--- src/rcg_pkg.sv ---
// Constants, field layout and mode encodings for the gated counter channel
package rcg_pkg;
    localparam int CNT_W = 16;
    localparam logic [15:0] MODE_RESET = 16'h0800;
    // Mode register field positions
    localparam int OUT_LO = 0;
    localparam int OUT_HI = 2;
    localparam int BCD_BIT = 3;
    localparam int UP_BIT = 4;
    localparam int REPEAT_BIT = 5;
    localparam int RELOAD_SEL_BIT = 6;
    localparam int SPECIAL_BIT = 7;
    localparam int SRC_LO = 8;
    localparam int SRC_HI = 11;
    localparam int EDGE_POL_BIT = 12;
    localparam int GATE_LO = 13;
    localparam int GATE_HI = 15;
    // Output control codes
    localparam logic [2:0] OUT_TOGGLE = 3'h2;
    localparam logic [2:0] OUT_PULSE_HI = 3'h1;
    localparam logic [2:0] OUT_PULSE_LO = 3'h5;
    // Gating control: zero means no gating; other values gate only in the strobe, rate, one-shot and save modes
    localparam logic [2:0] GATE_NONE = 3'h0;
    // Counting limits
    localparam logic [15:0] CNT_ONE = 16'h0001;
    localparam logic [15:0] CNT_BIN_MAX = 16'hFFFF;
    localparam logic [15:0] CNT_BCD_MAX = 16'h9999;
    localparam logic [3:0] BCD_DIGIT_MAX = 4'h9;
    localparam logic [3:0] BCD_DIGIT_ZERO = 4'h0;
    // Software register map of the plain port
    localparam logic [2:0] ADDR_MODE = 3'h0;
    localparam logic [2:0] ADDR_LOAD = 3'h1;
    localparam logic [2:0] ADDR_HOLD = 3'h2;
    localparam logic [2:0] ADDR_COUNT = 3'h3;
    localparam logic [2:0] ADDR_CMD = 3'h4;
    localparam logic [2:0] ADDR_STATUS = 3'h5;
    // Command bits written to ADDR_CMD
    localparam int CMD_ARM = 0;
    localparam int CMD_DISARM = 1;
    localparam int CMD_LOAD = 2;
    localparam int CMD_RESET = 3;
    // Operating modes decoded from the mode register
    typedef enum logic [2:0] {
        RCG_M_OTHER, RCG_M_STROBE, RCG_M_RATE, RCG_M_ONESHOT,
        RCG_M_GATESEL, RCG_M_FSK, RCG_M_SAVE
    } rcg_mode_e;
endpackage

--- src/rcg_counter.sv ---
// One gated, retriggerable counter channel with its mode register
//
// Functional notes
// - Strobe mode starts only on a gate edge reaching an armed counter.
// - Strobe mode counts ungated to first terminal count, reloads, disarms.
// - Strobe mode armed gate edges save count to hold; next edge reloads.
// - Rate mode counts gated edges, reloads from load at each terminal count.
// - Rate mode gate edge saves count; next qualified edge reloads from load.
// - One-shot starts on armed gate edge, counts ungated, reloads, stops.
// - One-shot armed gate edges save count; next source edge reloads from load.
// - Gate-select mode: low gate picks load, high picks hold, for all reloads.
// - Gate-select mode reaches terminal count twice then disarms.
// - FSK mode counts repeatedly, gate picks reload source until disarmed.
// - Save mode gate edges while counting copy count to hold, no restart.
// - Save mode counts to terminal count, reloads, stops; resumes next edge.
// - Counter has its own 16-bit mode register.
// - Mode register resets to 0800 hex.
// - Terminal count follows 0001 down, 9999 BCD up, FFFF binary up.
// - Toggled output flips on trailing edge of each terminal count.
`timescale 1ns/1ps
`default_nettype none
module rcg_counter
    import rcg_pkg::*;
(
    input wire logic ref_clk,
    input wire logic arst_n,
    input wire logic gatePin,
    input wire logic sourcePin,
    input wire logic [2:0] regAddr,
    input wire logic [15:0] regWrData,
    input wire logic regWrStb,
    input wire logic regRdStb,
    output logic [15:0] regRdData,
    output logic counterOut,
    output logic terminalCount,
    output logic armed
);
    ////////////////////////////////////////////////////////////////////////////
    logic gateLvl;
    logic gateRise;
    logic gateFall;
    logic srcRise;
    logic srcFall;

    rcg_sync_edge uGateSync (
        .ref_clk(ref_clk),
        .arst_n(arst_n),
        .asyncIn(gatePin),
        .level(gateLvl),
        .rise(gateRise),
        .fall(gateFall)
    );

    rcg_sync_edge uSrcSync (
        .ref_clk(ref_clk),
        .arst_n(arst_n),
        .asyncIn(sourcePin),
        .level(),
        .rise(srcRise),
        .fall(srcFall)
    );

    ////////////////////////////////////////////////////////////////////////////
    logic [15:0] counterModeBits_q;
    logic [15:0] load_q;
    logic [15:0] hold_q;
    logic [15:0] count_q;
    logic armed_q;
    logic running_q;
    logic retrig_q;
    logic secondTc_q;
    logic tc_q;
    logic toggle_q;
    logic out_q;
    logic [15:0] rdData_q;
    rcg_mode_e mode;

    logic [2:0] gating;
    logic gateActive;
    logic gateEdge;
    logic srcEdge;
    logic wrCmd;
    logic cmdArm;
    logic cmdDisarm;
    logic cmdLoad;
    logic cmdReset;
    logic gateSelMode;
    logic qualified;
    logic atLast;
    logic tcEvent;
    logic [15:0] reloadVal;
    logic [15:0] stepVal;

    assign gating = counterModeBits_q[GATE_HI:GATE_LO];
    // Polarity bit inverts the gate sense and the counted source edge
    assign gateActive = counterModeBits_q[EDGE_POL_BIT] ? ~gateLvl : gateLvl;
    assign gateEdge = counterModeBits_q[EDGE_POL_BIT] ? gateFall : gateRise;
    assign srcEdge = counterModeBits_q[EDGE_POL_BIT] ? srcFall : srcRise;
    assign wrCmd = regWrStb && (regAddr == ADDR_CMD);
    assign cmdArm = wrCmd && regWrData[CMD_ARM];
    assign cmdDisarm = wrCmd && regWrData[CMD_DISARM];
    assign cmdLoad = wrCmd && regWrData[CMD_LOAD];
    assign cmdReset = wrCmd && regWrData[CMD_RESET];

    // Mode decode from gating, special, reload-select and repeat bits
    always_comb begin
        mode = RCG_M_OTHER;
        if (counterModeBits_q[SPECIAL_BIT]) begin
            unique case ({gating != GATE_NONE, counterModeBits_q[RELOAD_SEL_BIT],
                          counterModeBits_q[REPEAT_BIT]})
                3'h4: mode = RCG_M_STROBE;
                3'h5: mode = RCG_M_RATE;
                3'h2: mode = RCG_M_GATESEL;
                3'h3: mode = RCG_M_FSK;
                3'h7: mode = RCG_M_SAVE;
                default: mode = RCG_M_OTHER;
            endcase
            // Edge gating with repeat and load reload is the one-shot
            if (mode == RCG_M_RATE && gating[0] == 1'b0 && gating != GATE_NONE) begin
                mode = RCG_M_ONESHOT;
            end
        end
    end

    assign gateSelMode = (mode == RCG_M_GATESEL) || (mode == RCG_M_FSK);
    // Low gate picks load, high gate picks hold
    assign reloadVal = (gateSelMode && gateLvl) ? hold_q : load_q;

    // A source edge counts only when the mode allows it
    always_comb begin
        qualified = 1'b0;
        unique case (mode)
            RCG_M_RATE: qualified = srcEdge && armed_q && gateActive;
            RCG_M_STROBE, RCG_M_ONESHOT, RCG_M_SAVE:
                qualified = srcEdge && running_q;
            RCG_M_GATESEL, RCG_M_FSK, RCG_M_OTHER:
                qualified = srcEdge && armed_q;
        endcase
        // The edge that ends terminal count is always counted
        if (tc_q && srcEdge) begin
            qualified = 1'b1;
        end
    end

    // Terminal count is committed when the counter sits at its last value
    always_comb begin
        if (!counterModeBits_q[UP_BIT]) begin
            atLast = (count_q == CNT_ONE);
        end else if (counterModeBits_q[BCD_BIT]) begin
            atLast = (count_q == CNT_BCD_MAX);
        end else begin
            atLast = (count_q == CNT_BIN_MAX);
        end
    end
    assign tcEvent = qualified && !retrig_q && atLast;

    // Next count value, binary or BCD, up or down
    function automatic logic [15:0] step(input logic [15:0] v, input logic up,
                                         input logic bcd);
        logic [15:0] r;
        logic carry;
        r = v;
        carry = 1'b1;
        if (!bcd) begin
            r = up ? v + 16'h0001 : v - 16'h0001;
        end else begin
            for (int i = 0; i < 4; i++) begin
                if (carry) begin
                    if (up) begin
                        carry = (v[i*4 +: 4] == BCD_DIGIT_MAX);
                        r[i*4 +: 4] = carry ? BCD_DIGIT_ZERO : v[i*4 +: 4] + 4'h1;
                    end else begin
                        carry = (v[i*4 +: 4] == BCD_DIGIT_ZERO);
                        r[i*4 +: 4] = carry ? BCD_DIGIT_MAX : v[i*4 +: 4] - 4'h1;
                    end
                end
            end
        end
        return r;
    endfunction
    assign stepVal = step(count_q, counterModeBits_q[UP_BIT], counterModeBits_q[BCD_BIT]);

    ////////////////////////////////////////////////////////////////////////////
    // Mode register; software should only change it while disarmed
    always_ff @(posedge ref_clk or negedge arst_n) begin
        if (!arst_n) begin
            counterModeBits_q <= MODE_RESET;
        end else if (cmdReset) begin
            counterModeBits_q <= MODE_RESET;
        end else if (regWrStb && regAddr == ADDR_MODE) begin
            counterModeBits_q <= regWrData;
        end
    end

    always_ff @(posedge ref_clk or negedge arst_n) begin
        if (!arst_n) begin
            load_q <= '0;
        end else if (regWrStb && regAddr == ADDR_LOAD) begin
            load_q <= regWrData;
        end
    end

    // Hold register: software write or gate-edge save
    always_ff @(posedge ref_clk or negedge arst_n) begin
        if (!arst_n) begin
            hold_q <= '0;
        end else if (gateEdge && mode == RCG_M_RATE) begin
            hold_q <= count_q;
        end else if (gateEdge && armed_q && (mode == RCG_M_STROBE
                     || mode == RCG_M_ONESHOT)) begin
            hold_q <= count_q;
        end else if (gateEdge && running_q && mode == RCG_M_SAVE) begin
            hold_q <= count_q;
        end else if (regWrStb && regAddr == ADDR_HOLD) begin
            hold_q <= regWrData;
        end
    end

    ////////////////////////////////////////////////////////////////////////////
    // Arm state; self-disarm at end of cycle, host arm/disarm
    always_ff @(posedge ref_clk or negedge arst_n) begin
        if (!arst_n) begin
            armed_q <= 1'b0;
        end else if (cmdDisarm || cmdReset) begin
            armed_q <= 1'b0;
        end else if (cmdArm) begin
            armed_q <= 1'b1;
        end else if (tcEvent && mode == RCG_M_STROBE) begin
            armed_q <= 1'b0;
        end else if (tcEvent && mode == RCG_M_GATESEL && secondTc_q) begin
            armed_q <= 1'b0;
        end else if (tcEvent && !counterModeBits_q[REPEAT_BIT]
                     && mode == RCG_M_OTHER) begin
            armed_q <= 1'b0;
        end
    end

    // Edge-started modes run from an armed gate edge to terminal count
    always_ff @(posedge ref_clk or negedge arst_n) begin
        if (!arst_n) begin
            running_q <= 1'b0;
        end else if (!armed_q || cmdDisarm || cmdReset) begin
            running_q <= 1'b0;
        end else if (tcEvent) begin
            running_q <= 1'b0;
        end else if (gateEdge) begin
            running_q <= 1'b1;
        end
    end

    // Pending retrigger: next qualified edge loads instead of counting
    always_ff @(posedge ref_clk or negedge arst_n) begin
        if (!arst_n) begin
            retrig_q <= 1'b0;
        end else if (cmdDisarm || cmdReset) begin
            retrig_q <= 1'b0;
        end else if (gateEdge && ((armed_q && (mode == RCG_M_STROBE
                     || mode == RCG_M_ONESHOT)) || mode == RCG_M_RATE)) begin
            retrig_q <= 1'b1;
        end else if (qualified) begin
            retrig_q <= 1'b0;
        end
    end

    // Gate-select mode counts which terminal count of the pair is next
    always_ff @(posedge ref_clk or negedge arst_n) begin
        if (!arst_n) begin
            secondTc_q <= 1'b0;
        end else if (cmdArm || cmdReset) begin
            secondTc_q <= 1'b0;
        end else if (tcEvent && mode == RCG_M_GATESEL) begin
            secondTc_q <= ~secondTc_q;
        end
    end

    ////////////////////////////////////////////////////////////////////////////
    // Counter: load command, retrigger load, reload at terminal count, count
    always_ff @(posedge ref_clk or negedge arst_n) begin
        if (!arst_n) begin
            count_q <= '0;
        end else if (cmdReset) begin
            count_q <= '0;
        end else if (cmdLoad) begin
            count_q <= reloadVal;
        end else if (qualified && retrig_q) begin
            count_q <= load_q;
        end else if (tcEvent) begin
            count_q <= reloadVal;
        end else if (qualified) begin
            count_q <= stepVal;
        end
    end

    // Terminal count lasts one source period: set on the commit, cleared next edge
    always_ff @(posedge ref_clk or negedge arst_n) begin
        if (!arst_n) begin
            tc_q <= 1'b0;
        end else if (tcEvent) begin
            tc_q <= 1'b1;
        end else if (qualified || cmdReset) begin
            tc_q <= 1'b0;
        end
    end

    // Toggle flips when terminal count ends
    always_ff @(posedge ref_clk or negedge arst_n) begin
        if (!arst_n) begin
            toggle_q <= 1'b0;
        end else if (cmdReset) begin
            toggle_q <= 1'b0;
        end else if (tc_q && qualified && !tcEvent) begin
            toggle_q <= ~toggle_q;
        end else if (tc_q && tcEvent) begin
            toggle_q <= ~toggle_q;
        end
    end

    // Output forms; other codes drive low
    always_ff @(posedge ref_clk or negedge arst_n) begin
        if (!arst_n) begin
            out_q <= 1'b0;
        end else begin
            unique case (counterModeBits_q[OUT_HI:OUT_LO])
                OUT_PULSE_HI: out_q <= tcEvent || (tc_q && !qualified);
                OUT_PULSE_LO: out_q <= !(tcEvent || (tc_q && !qualified));
                OUT_TOGGLE: out_q <= (tc_q && qualified) ? ~toggle_q : toggle_q;
                default: out_q <= 1'b0;
            endcase
        end
    end

    ////////////////////////////////////////////////////////////////////////////
    always_ff @(posedge ref_clk or negedge arst_n) begin
        if (!arst_n) begin
            rdData_q <= '0;
        end else if (regRdStb) begin
            unique case (regAddr)
                ADDR_MODE: rdData_q <= counterModeBits_q;
                ADDR_LOAD: rdData_q <= load_q;
                ADDR_HOLD: rdData_q <= hold_q;
                ADDR_COUNT: rdData_q <= count_q;
                ADDR_STATUS: rdData_q <= {12'h000, toggle_q, tc_q, running_q, armed_q};
                default: rdData_q <= '0;
            endcase
        end else begin
            rdData_q <= '0;
        end
    end

    assign regRdData = rdData_q;
    assign counterOut = out_q;
    assign terminalCount = tc_q;
    assign armed = armed_q;
endmodule
`default_nettype wire

--- src/rcg_sync_edge.sv ---
// Two-stage synchroniser with rising and falling edge pulses
`timescale 1ns/1ps
`default_nettype none
module rcg_sync_edge (
    input wire logic ref_clk,
    input wire logic arst_n,
    input wire logic asyncIn,
    output logic level,
    output logic rise,
    output logic fall
);
    logic meta_q;
    logic sync_q;
    logic last_q;

    // First stage is read only by the second stage
    always_ff @(posedge ref_clk or negedge arst_n) begin
        if (!arst_n) begin
            meta_q <= 1'b0;
            sync_q <= 1'b0;
            last_q <= 1'b0;
        end else begin
            meta_q <= asyncIn;
            sync_q <= meta_q;
            last_q <= sync_q;
        end
    end

    assign level = sync_q;
    assign rise = sync_q & ~last_q;
    assign fall = ~sync_q & last_q;
endmodule
`default_nettype wire

--- config.mk ---
export PLATFORM = sky130hd
export DESIGN_NAME = rcg_counter
export DESIGN_NICKNAME = d
export VERILOG_FILES = /design/src/rcg_pkg.sv /design/src/rcg_counter.sv /design/src/rcg_sync_edge.sv
export SDC_FILE = /design/constraint.sdc
export NUM_CORES = 1
export LEC_CHECK = 0
export BUFFER_PORTS_ARGS = -buffer_cell sky130_fd_sc_hd__buf_2
export CAP_MARGIN = 20
export CORE_ASPECT_RATIO = 0.75
export CORE_MARGIN = 8
export CORE_UTILIZATION = 50
export DETAILED_ROUTE_END_ITERATION = 16
export PLACE_DENSITY = 0.68
export SYNTH_ARGS = -nofsm -noshare
export SYNTH_HDL_FRONTEND = slang
export SYNTH_HIERARCHICAL = 1
export SYNTH_SLANG_ARGS = --single-unit
--- constraint.sdc ---
create_clock -name ref_clk -period 3.6 [get_ports ref_clk]
set_input_delay 0 -clock ref_clk [delete_from_list [all_inputs] [get_ports ref_clk]]
set_output_delay 0 -clock ref_clk [all_outputs]
set_load 0.05 [all_outputs]
Yosys cells after proc, flatten, opt, wreduce, memory -nomap -nowiden
Cells that the tools add are included.
Word-level totals
  bits in registers: 93
  latch bits: 0
  memory bits (writable): 0
  memory bits (read-only): 0
  bits of input ports: 25
  output and inout bits: 19
  word-level logic and storage cells: 212
  memories: 0
Operators by class
  add/subtract/negate cells: 10
  multiply operators: 0
  divide/modulo/power cells: 0
  magnitude comparators: 0
  equal/unequal tests: 30
  shift-type cells: 0
  mux-type cells: 70
  bitwise operators: 11
  reductions and logical operators: 70
Operators by type and width (number)
  16-bit 2-to-1 mux: 15
  16-bit one-hot mux with 5 select lines: 1
  4-bit 2-to-1 mux: 15
  1-bit logical AND: 34
  1-bit 2-to-1 mux: 33
  16-bit == test (second input constant): 2
  3-bit == test (second input constant): 9
  3-bit by 2-bit == test with 1-bit output (second input constant): 8
  6-bit by 1-bit inequality test with 1-bit output (second input constant): 3
  16-bit by 1-bit adder with 16-bit output (second input constant): 1
  4-bit by 1-bit adder with 4-bit output (second input constant): 4
  16-bit by 1-bit == test with 1-bit output (second input constant): 1
  4-bit == test (second input constant): 4
  4-bit logical NOT: 4
  16-bit by 1-bit subtractor with 16-bit output (second input constant): 1
  4-bit by 1-bit subtractor with 4-bit output (second input constant): 4
  3-bit one-hot mux with 5 select lines: 1
  3-bit nonzero test: 4
  5-bit nonzero test: 2
  3-bit by 1-bit == test with 1-bit output (second input constant): 3
  1-bit logical OR: 9
  3-bit 2-to-1 mux: 3
  1-bit NOT: 7
  1-bit logical NOT: 6
  7 further kinds: 17

Depth between registers and ports, before layout
  depth in word-level cells: 22
  gate-level depth with buffers: 10
  mapped depth without buffers: 9

Hierarchy
Netlist, hierarchy kept.
By module, submodules not included
  rcg_counter: times used 1, cells each 625, area an instance 5723.0 um^2, seq. area each 2178.3 um^2
  rcg_sync_edge: times used 2, cells each 5, area an instance 90.1 um^2, seq. area each 75.1 um^2

Least setup slack after synthesis
No wires, ideal clock.
  path type: reg2reg
  from: reg count_q[5]
  to: reg count_q[14]
  library setup time: 0.104 ns
  arrival time: 2.824 ns
  data required time: 3.496 ns
  path slack: 0.673 ns
  stages on the path, launching flop included: 11
  buffers on the path: 1
  clock period less this slack: 2.927 ns
  cells stage by stage: dfrtp_1 clkbuf_1 inv_1 ha_1 or3b_4 nor4b_4 a31oi_1 a211oi_4 nor2_2 o22a_1 o41ai_2
On the way
  cells in the longest elaborated chain, start to end: 8
  elaborated cells on any way between the ends: 25
  classes of those cells: add/sub: 2; eq/ne: 5; mux: 14; reduce/logical: 4
RTL lines
  start, declared: RTL line rcg_counter.sv:67  | logic [15:0] count_q;
  start signal, assigned: RTL line rcg_counter.sv:284  | count_q <= reloadVal;
  start signal, assigned: RTL line rcg_counter.sv:286  | count_q <= load_q;
  start signal, assigned: RTL line rcg_counter.sv:288  | count_q <= reloadVal;
  16-bit by 1-bit subtractor with 16-bit output, or another cell as far along: RTL line rcg_counter.sv:165  | r = up ? v + 16'h0001 : v - 16'h0001;
  16-bit 2-to-1 mux, or another cell as far along: RTL line rcg_counter.sv:165
  16-bit 2-to-1 mux, or another cell as far along: RTL line rcg_counter.sv:164  | if (!bcd) begin
  16-bit 2-to-1 mux, or another cell as far along: RTL line rcg_counter.sv:289  | end else if (qualified) begin
  16-bit 2-to-1 mux or 1-bit 2-to-1 mux (tied branches): RTL line rcg_counter.sv:287, rcg_counter.sv:168
  16-bit 2-to-1 mux or 1-bit 2-to-1 mux (tied branches): RTL line rcg_counter.sv:285, rcg_counter.sv:164
  16-bit 2-to-1 mux or 6-bit by 1-bit inequality test with 1-bit output (tied branches)
  16-bit 2-to-1 mux or 2-bit AND reduction (tied branches)
Parallel ways exist; a longest one is shown, timed or not. The select of a mux whose other input is x is not followed.
A chain may end at the register's enable or synchronous reset.

Worst setup path after layout
  from: reg count_q[4]
  to: reg count_q[14]
Same word-level chain as after synthesis.

==> flow_summary.ini <==
[sta]
worstMarginPinSlew_ps = 935.6
slew_violations = 0
min_period_over_period = 0.8561
hold_ws_ps = 161.1
fmax_mhz = 324.5
finalCriticalPeriod_ps = 3082
hold_viol = 0
setup_tns_ps = 0
setup_viol = 0
rsz0062_at_grt = no
fin_worst_skew_ps = 6.658
slew-limit-headroom = 0.3763

[power_and_ir_drop]
p_leak_nw = 2.885
p_int_mw = 2.664
power_frac_seq = 0.393
switching_share = 0.4057
total_power_mw = 4.483
clkPwrFrac = 0.217
powerDensity_nw_per_um2 = 653.6
ir_worst_vdd_mv = 0.3303
p_comb_frac = 0.390
p_switching_mw = 1.819

[cts]
cts_root_buffer = clkbuf_16
clk_path_buf_depth = 2
cts_buffers = 9
postCtsSetupBuffers = 0
cts.clk_slew.worst_paths_ps = 70
cts_tree = yes
clock-sinks = 93
htreeDepth = 3
clock_latency_ps = 340

[floorplanning]
dieWidth_um = 141.5
num_io_pins = 44
core-area_um2 = 11570
fp.dieArea_um2 = 15580
initial_core_util = 0.5102
die_h_um = 110.1
rows = 34

[routing]
drc_errors = 0
drt_iter0_drc = 524
via_per_inst = 6.254
wl_per_cell_um = 20.85
drtPass1Iterations = 5
wirelength_um = 17850
vias = 5353
antenna_left = 0

[final_layout]
layout.nets = 726
final_layout_size_suffix_gt1_frac = 0.1859
diodes = 0
finalInstanceArea_um2 = 6859
area_growth_pct = 16.19
fill_cells = 1019
final_util = 0.5928

[global_route]
antenna_found_initial = 0
grt_pass1_vias = 5226
grt-ovfl-total = 0
grt_max_degree = 73
track_usage = 0.2385
grt_pass1_wl_um = 28980

[worst_setup_path]
crit_fanout = 13
setup.worst_path.end_class = register
required_ps = 3840
start_kind = register
cp.arrival_ps = 3320
worstSetupPathType = register to register

[synth]
syn-num-nets = 672
syn_avg_cell_area_um2 = 9.296
synth_edf_count = 0
synth.cell_area_um2 = 5903
synth_cell_types = 70
yosys.area.top_type = dfrtp_1
ys.flop_type = dfrtp_1
syn_inst = 635
ys_async_sr_fraction = 1.000
synth.yosys.seq_area_share = 0.3944
synth_area_leaders = dfrtp_1 (39%), nand2_1 (6.2%), mux2i_1 (5.1%)
synth_top_area_frac = 0.3900
ys_warn_count = 6
synth-seq-cells = 93

[placement]
io_buffers = 43
hpwlAfterDp_um = 12810
placed_area_um2 = 6357
place.gp.congestion = 0.9577

[outcome]
status = completed

[worst_hold_path]
hold_class = input port to register

[flow_run]
cap_violations = 0
-- area by class of cell --
type                    count  area [um2]  area share
clock buffers              11       242.7     0.03539
clock inverters             5       58.81    0.008574
inverters                  20       75.07     0.01094
multi-input cells         480        3368      0.4911
flip-flops and latches     93        2328      0.3395
well taps                 162       202.7     0.02955
repair buffers             85       583.1     0.08501
-- cell families after synthesis --
logic type,Yosys count,synth area share
compound gates,170,0.1965
xor+xnor,12,0.01781
fa+ha+maj,12,0.02543
buf+inv,62,0.03963
flops,93,0.3944
mux,62,0.1348
simple gates,224,0.1914
-- power by group through the flow --
stage                     clock (mW)  sequential (mW)  combinational (mW)
after floorplan                    0             1.60                1.32
after global placement             0             1.75                1.66
after detailed placement           0             1.76                1.70
after CTS                      0.986             1.74                1.73
after global routing            1.02             1.81                1.93
final                          0.973             1.76                1.75
-- metal layers --
metal,GRT usage,vias to the layer above,share of wire,routed length [um]
met5,0,-,0,0
met4,0.04966,0,0.013,227
met3,0.04819,21,0.067,1202
met2,0.3804,201,0.45,8108
met1,0.3330,2672,0.47,8308
li1,-,2459,-,-
-- Yosys cell counts, types with 10 or more instances --
cell / instances
a21oi_1: 37
a22oi_1: 10
clkbuf_1: 37
dfrtp_1: 92
ha_1: 12
inv_1: 19
mux2_2: 20
mux2i_1: 30
mux4_2: 12
nand2_1: 98
nand3_1: 13
nor2_1: 29
nor2b_1: 16
nor3_1: 14
o21ai_0: 43
-- what timing repair did --
item | in CTS | in global routing
endpoints found under the hold margin | 116 | 0
hold buffers | 20 | 0
gates resized for setup | 0 | 0
-- through the flow --
step / cells / setup slack, ps
3_5_place_dp: 820 / 546.3
4_1_cts: 856 / 509.9
2_1_floorplan: 635 / 672.5
3_3_place_gp: 820 / 676.6
5_1_grt: 856 / 312.9
6_report: 856 / 518.0
-- path summary, 6_finish.rpt --
path                            startpoint               endpoint  slack (ps)  cells past startpoint
setup / recovery                count_q[4]            count_q[14]         520                      9
hold / removal                    regWrStb  counterModeBits_q[11]         160                      4
setup reg to reg                count_q[4]            count_q[14]         520                      9
hold reg to reg            uSrcSync/meta_q         uSrcSync/level         350                      0
max in group asynchronous           arst_n             secondTc_q        2410                      3
min in group asynchronous           arst_n   counterModeBits_q[7]         330                      2
-- state kept, by name (all words and copies together) (netlist names), 16 cells and up --
signal and count:
regRdData 16, count_q 16, hold_q 16, load_q 16, counterModeBits_q 16
-- critical path, stage by stage (launching register included) --
cell,delay (ps)
dfrtp_1,510
inv_1,120
ha_1,290
or3b_4,450
nor4b_4,320
a31oi_1,170
a211oi_4,380
nor2_2,160
o22a_1,250
o41ai_2,340
-- cells in the final DEF (no fill, tap or decap), types with 5 or more instances in the layout --
master,synthesis,final
buf_2,1,42
o22ai_1,9,9
clkbuf_16,0,9
o221ai_1,5,5
nor4_1,6,6
mux2_2,20,20
xnor2_1,9,9
a22oi_1,10,10
nand2_1,98,98
a21oi_1,37,37
a221oi_1,8,8
o31ai_1,5,5
and3_1,6,6
inv_1,19,19
nand3_1,13,13
o21ai_0,43,43
mux2i_1,30,30
buf_4,0,23
dfrtp_1,92,92
dlygate4sd3_1,0,20
mux4_2,12,12
nor2_1,29,29
nor3_1,14,14
nor2b_1,16,16
nand4_1,6,6
a31oi_1,8,8
ha_1,12,12
Note: power is estimated with default switching activity, not from simulation.
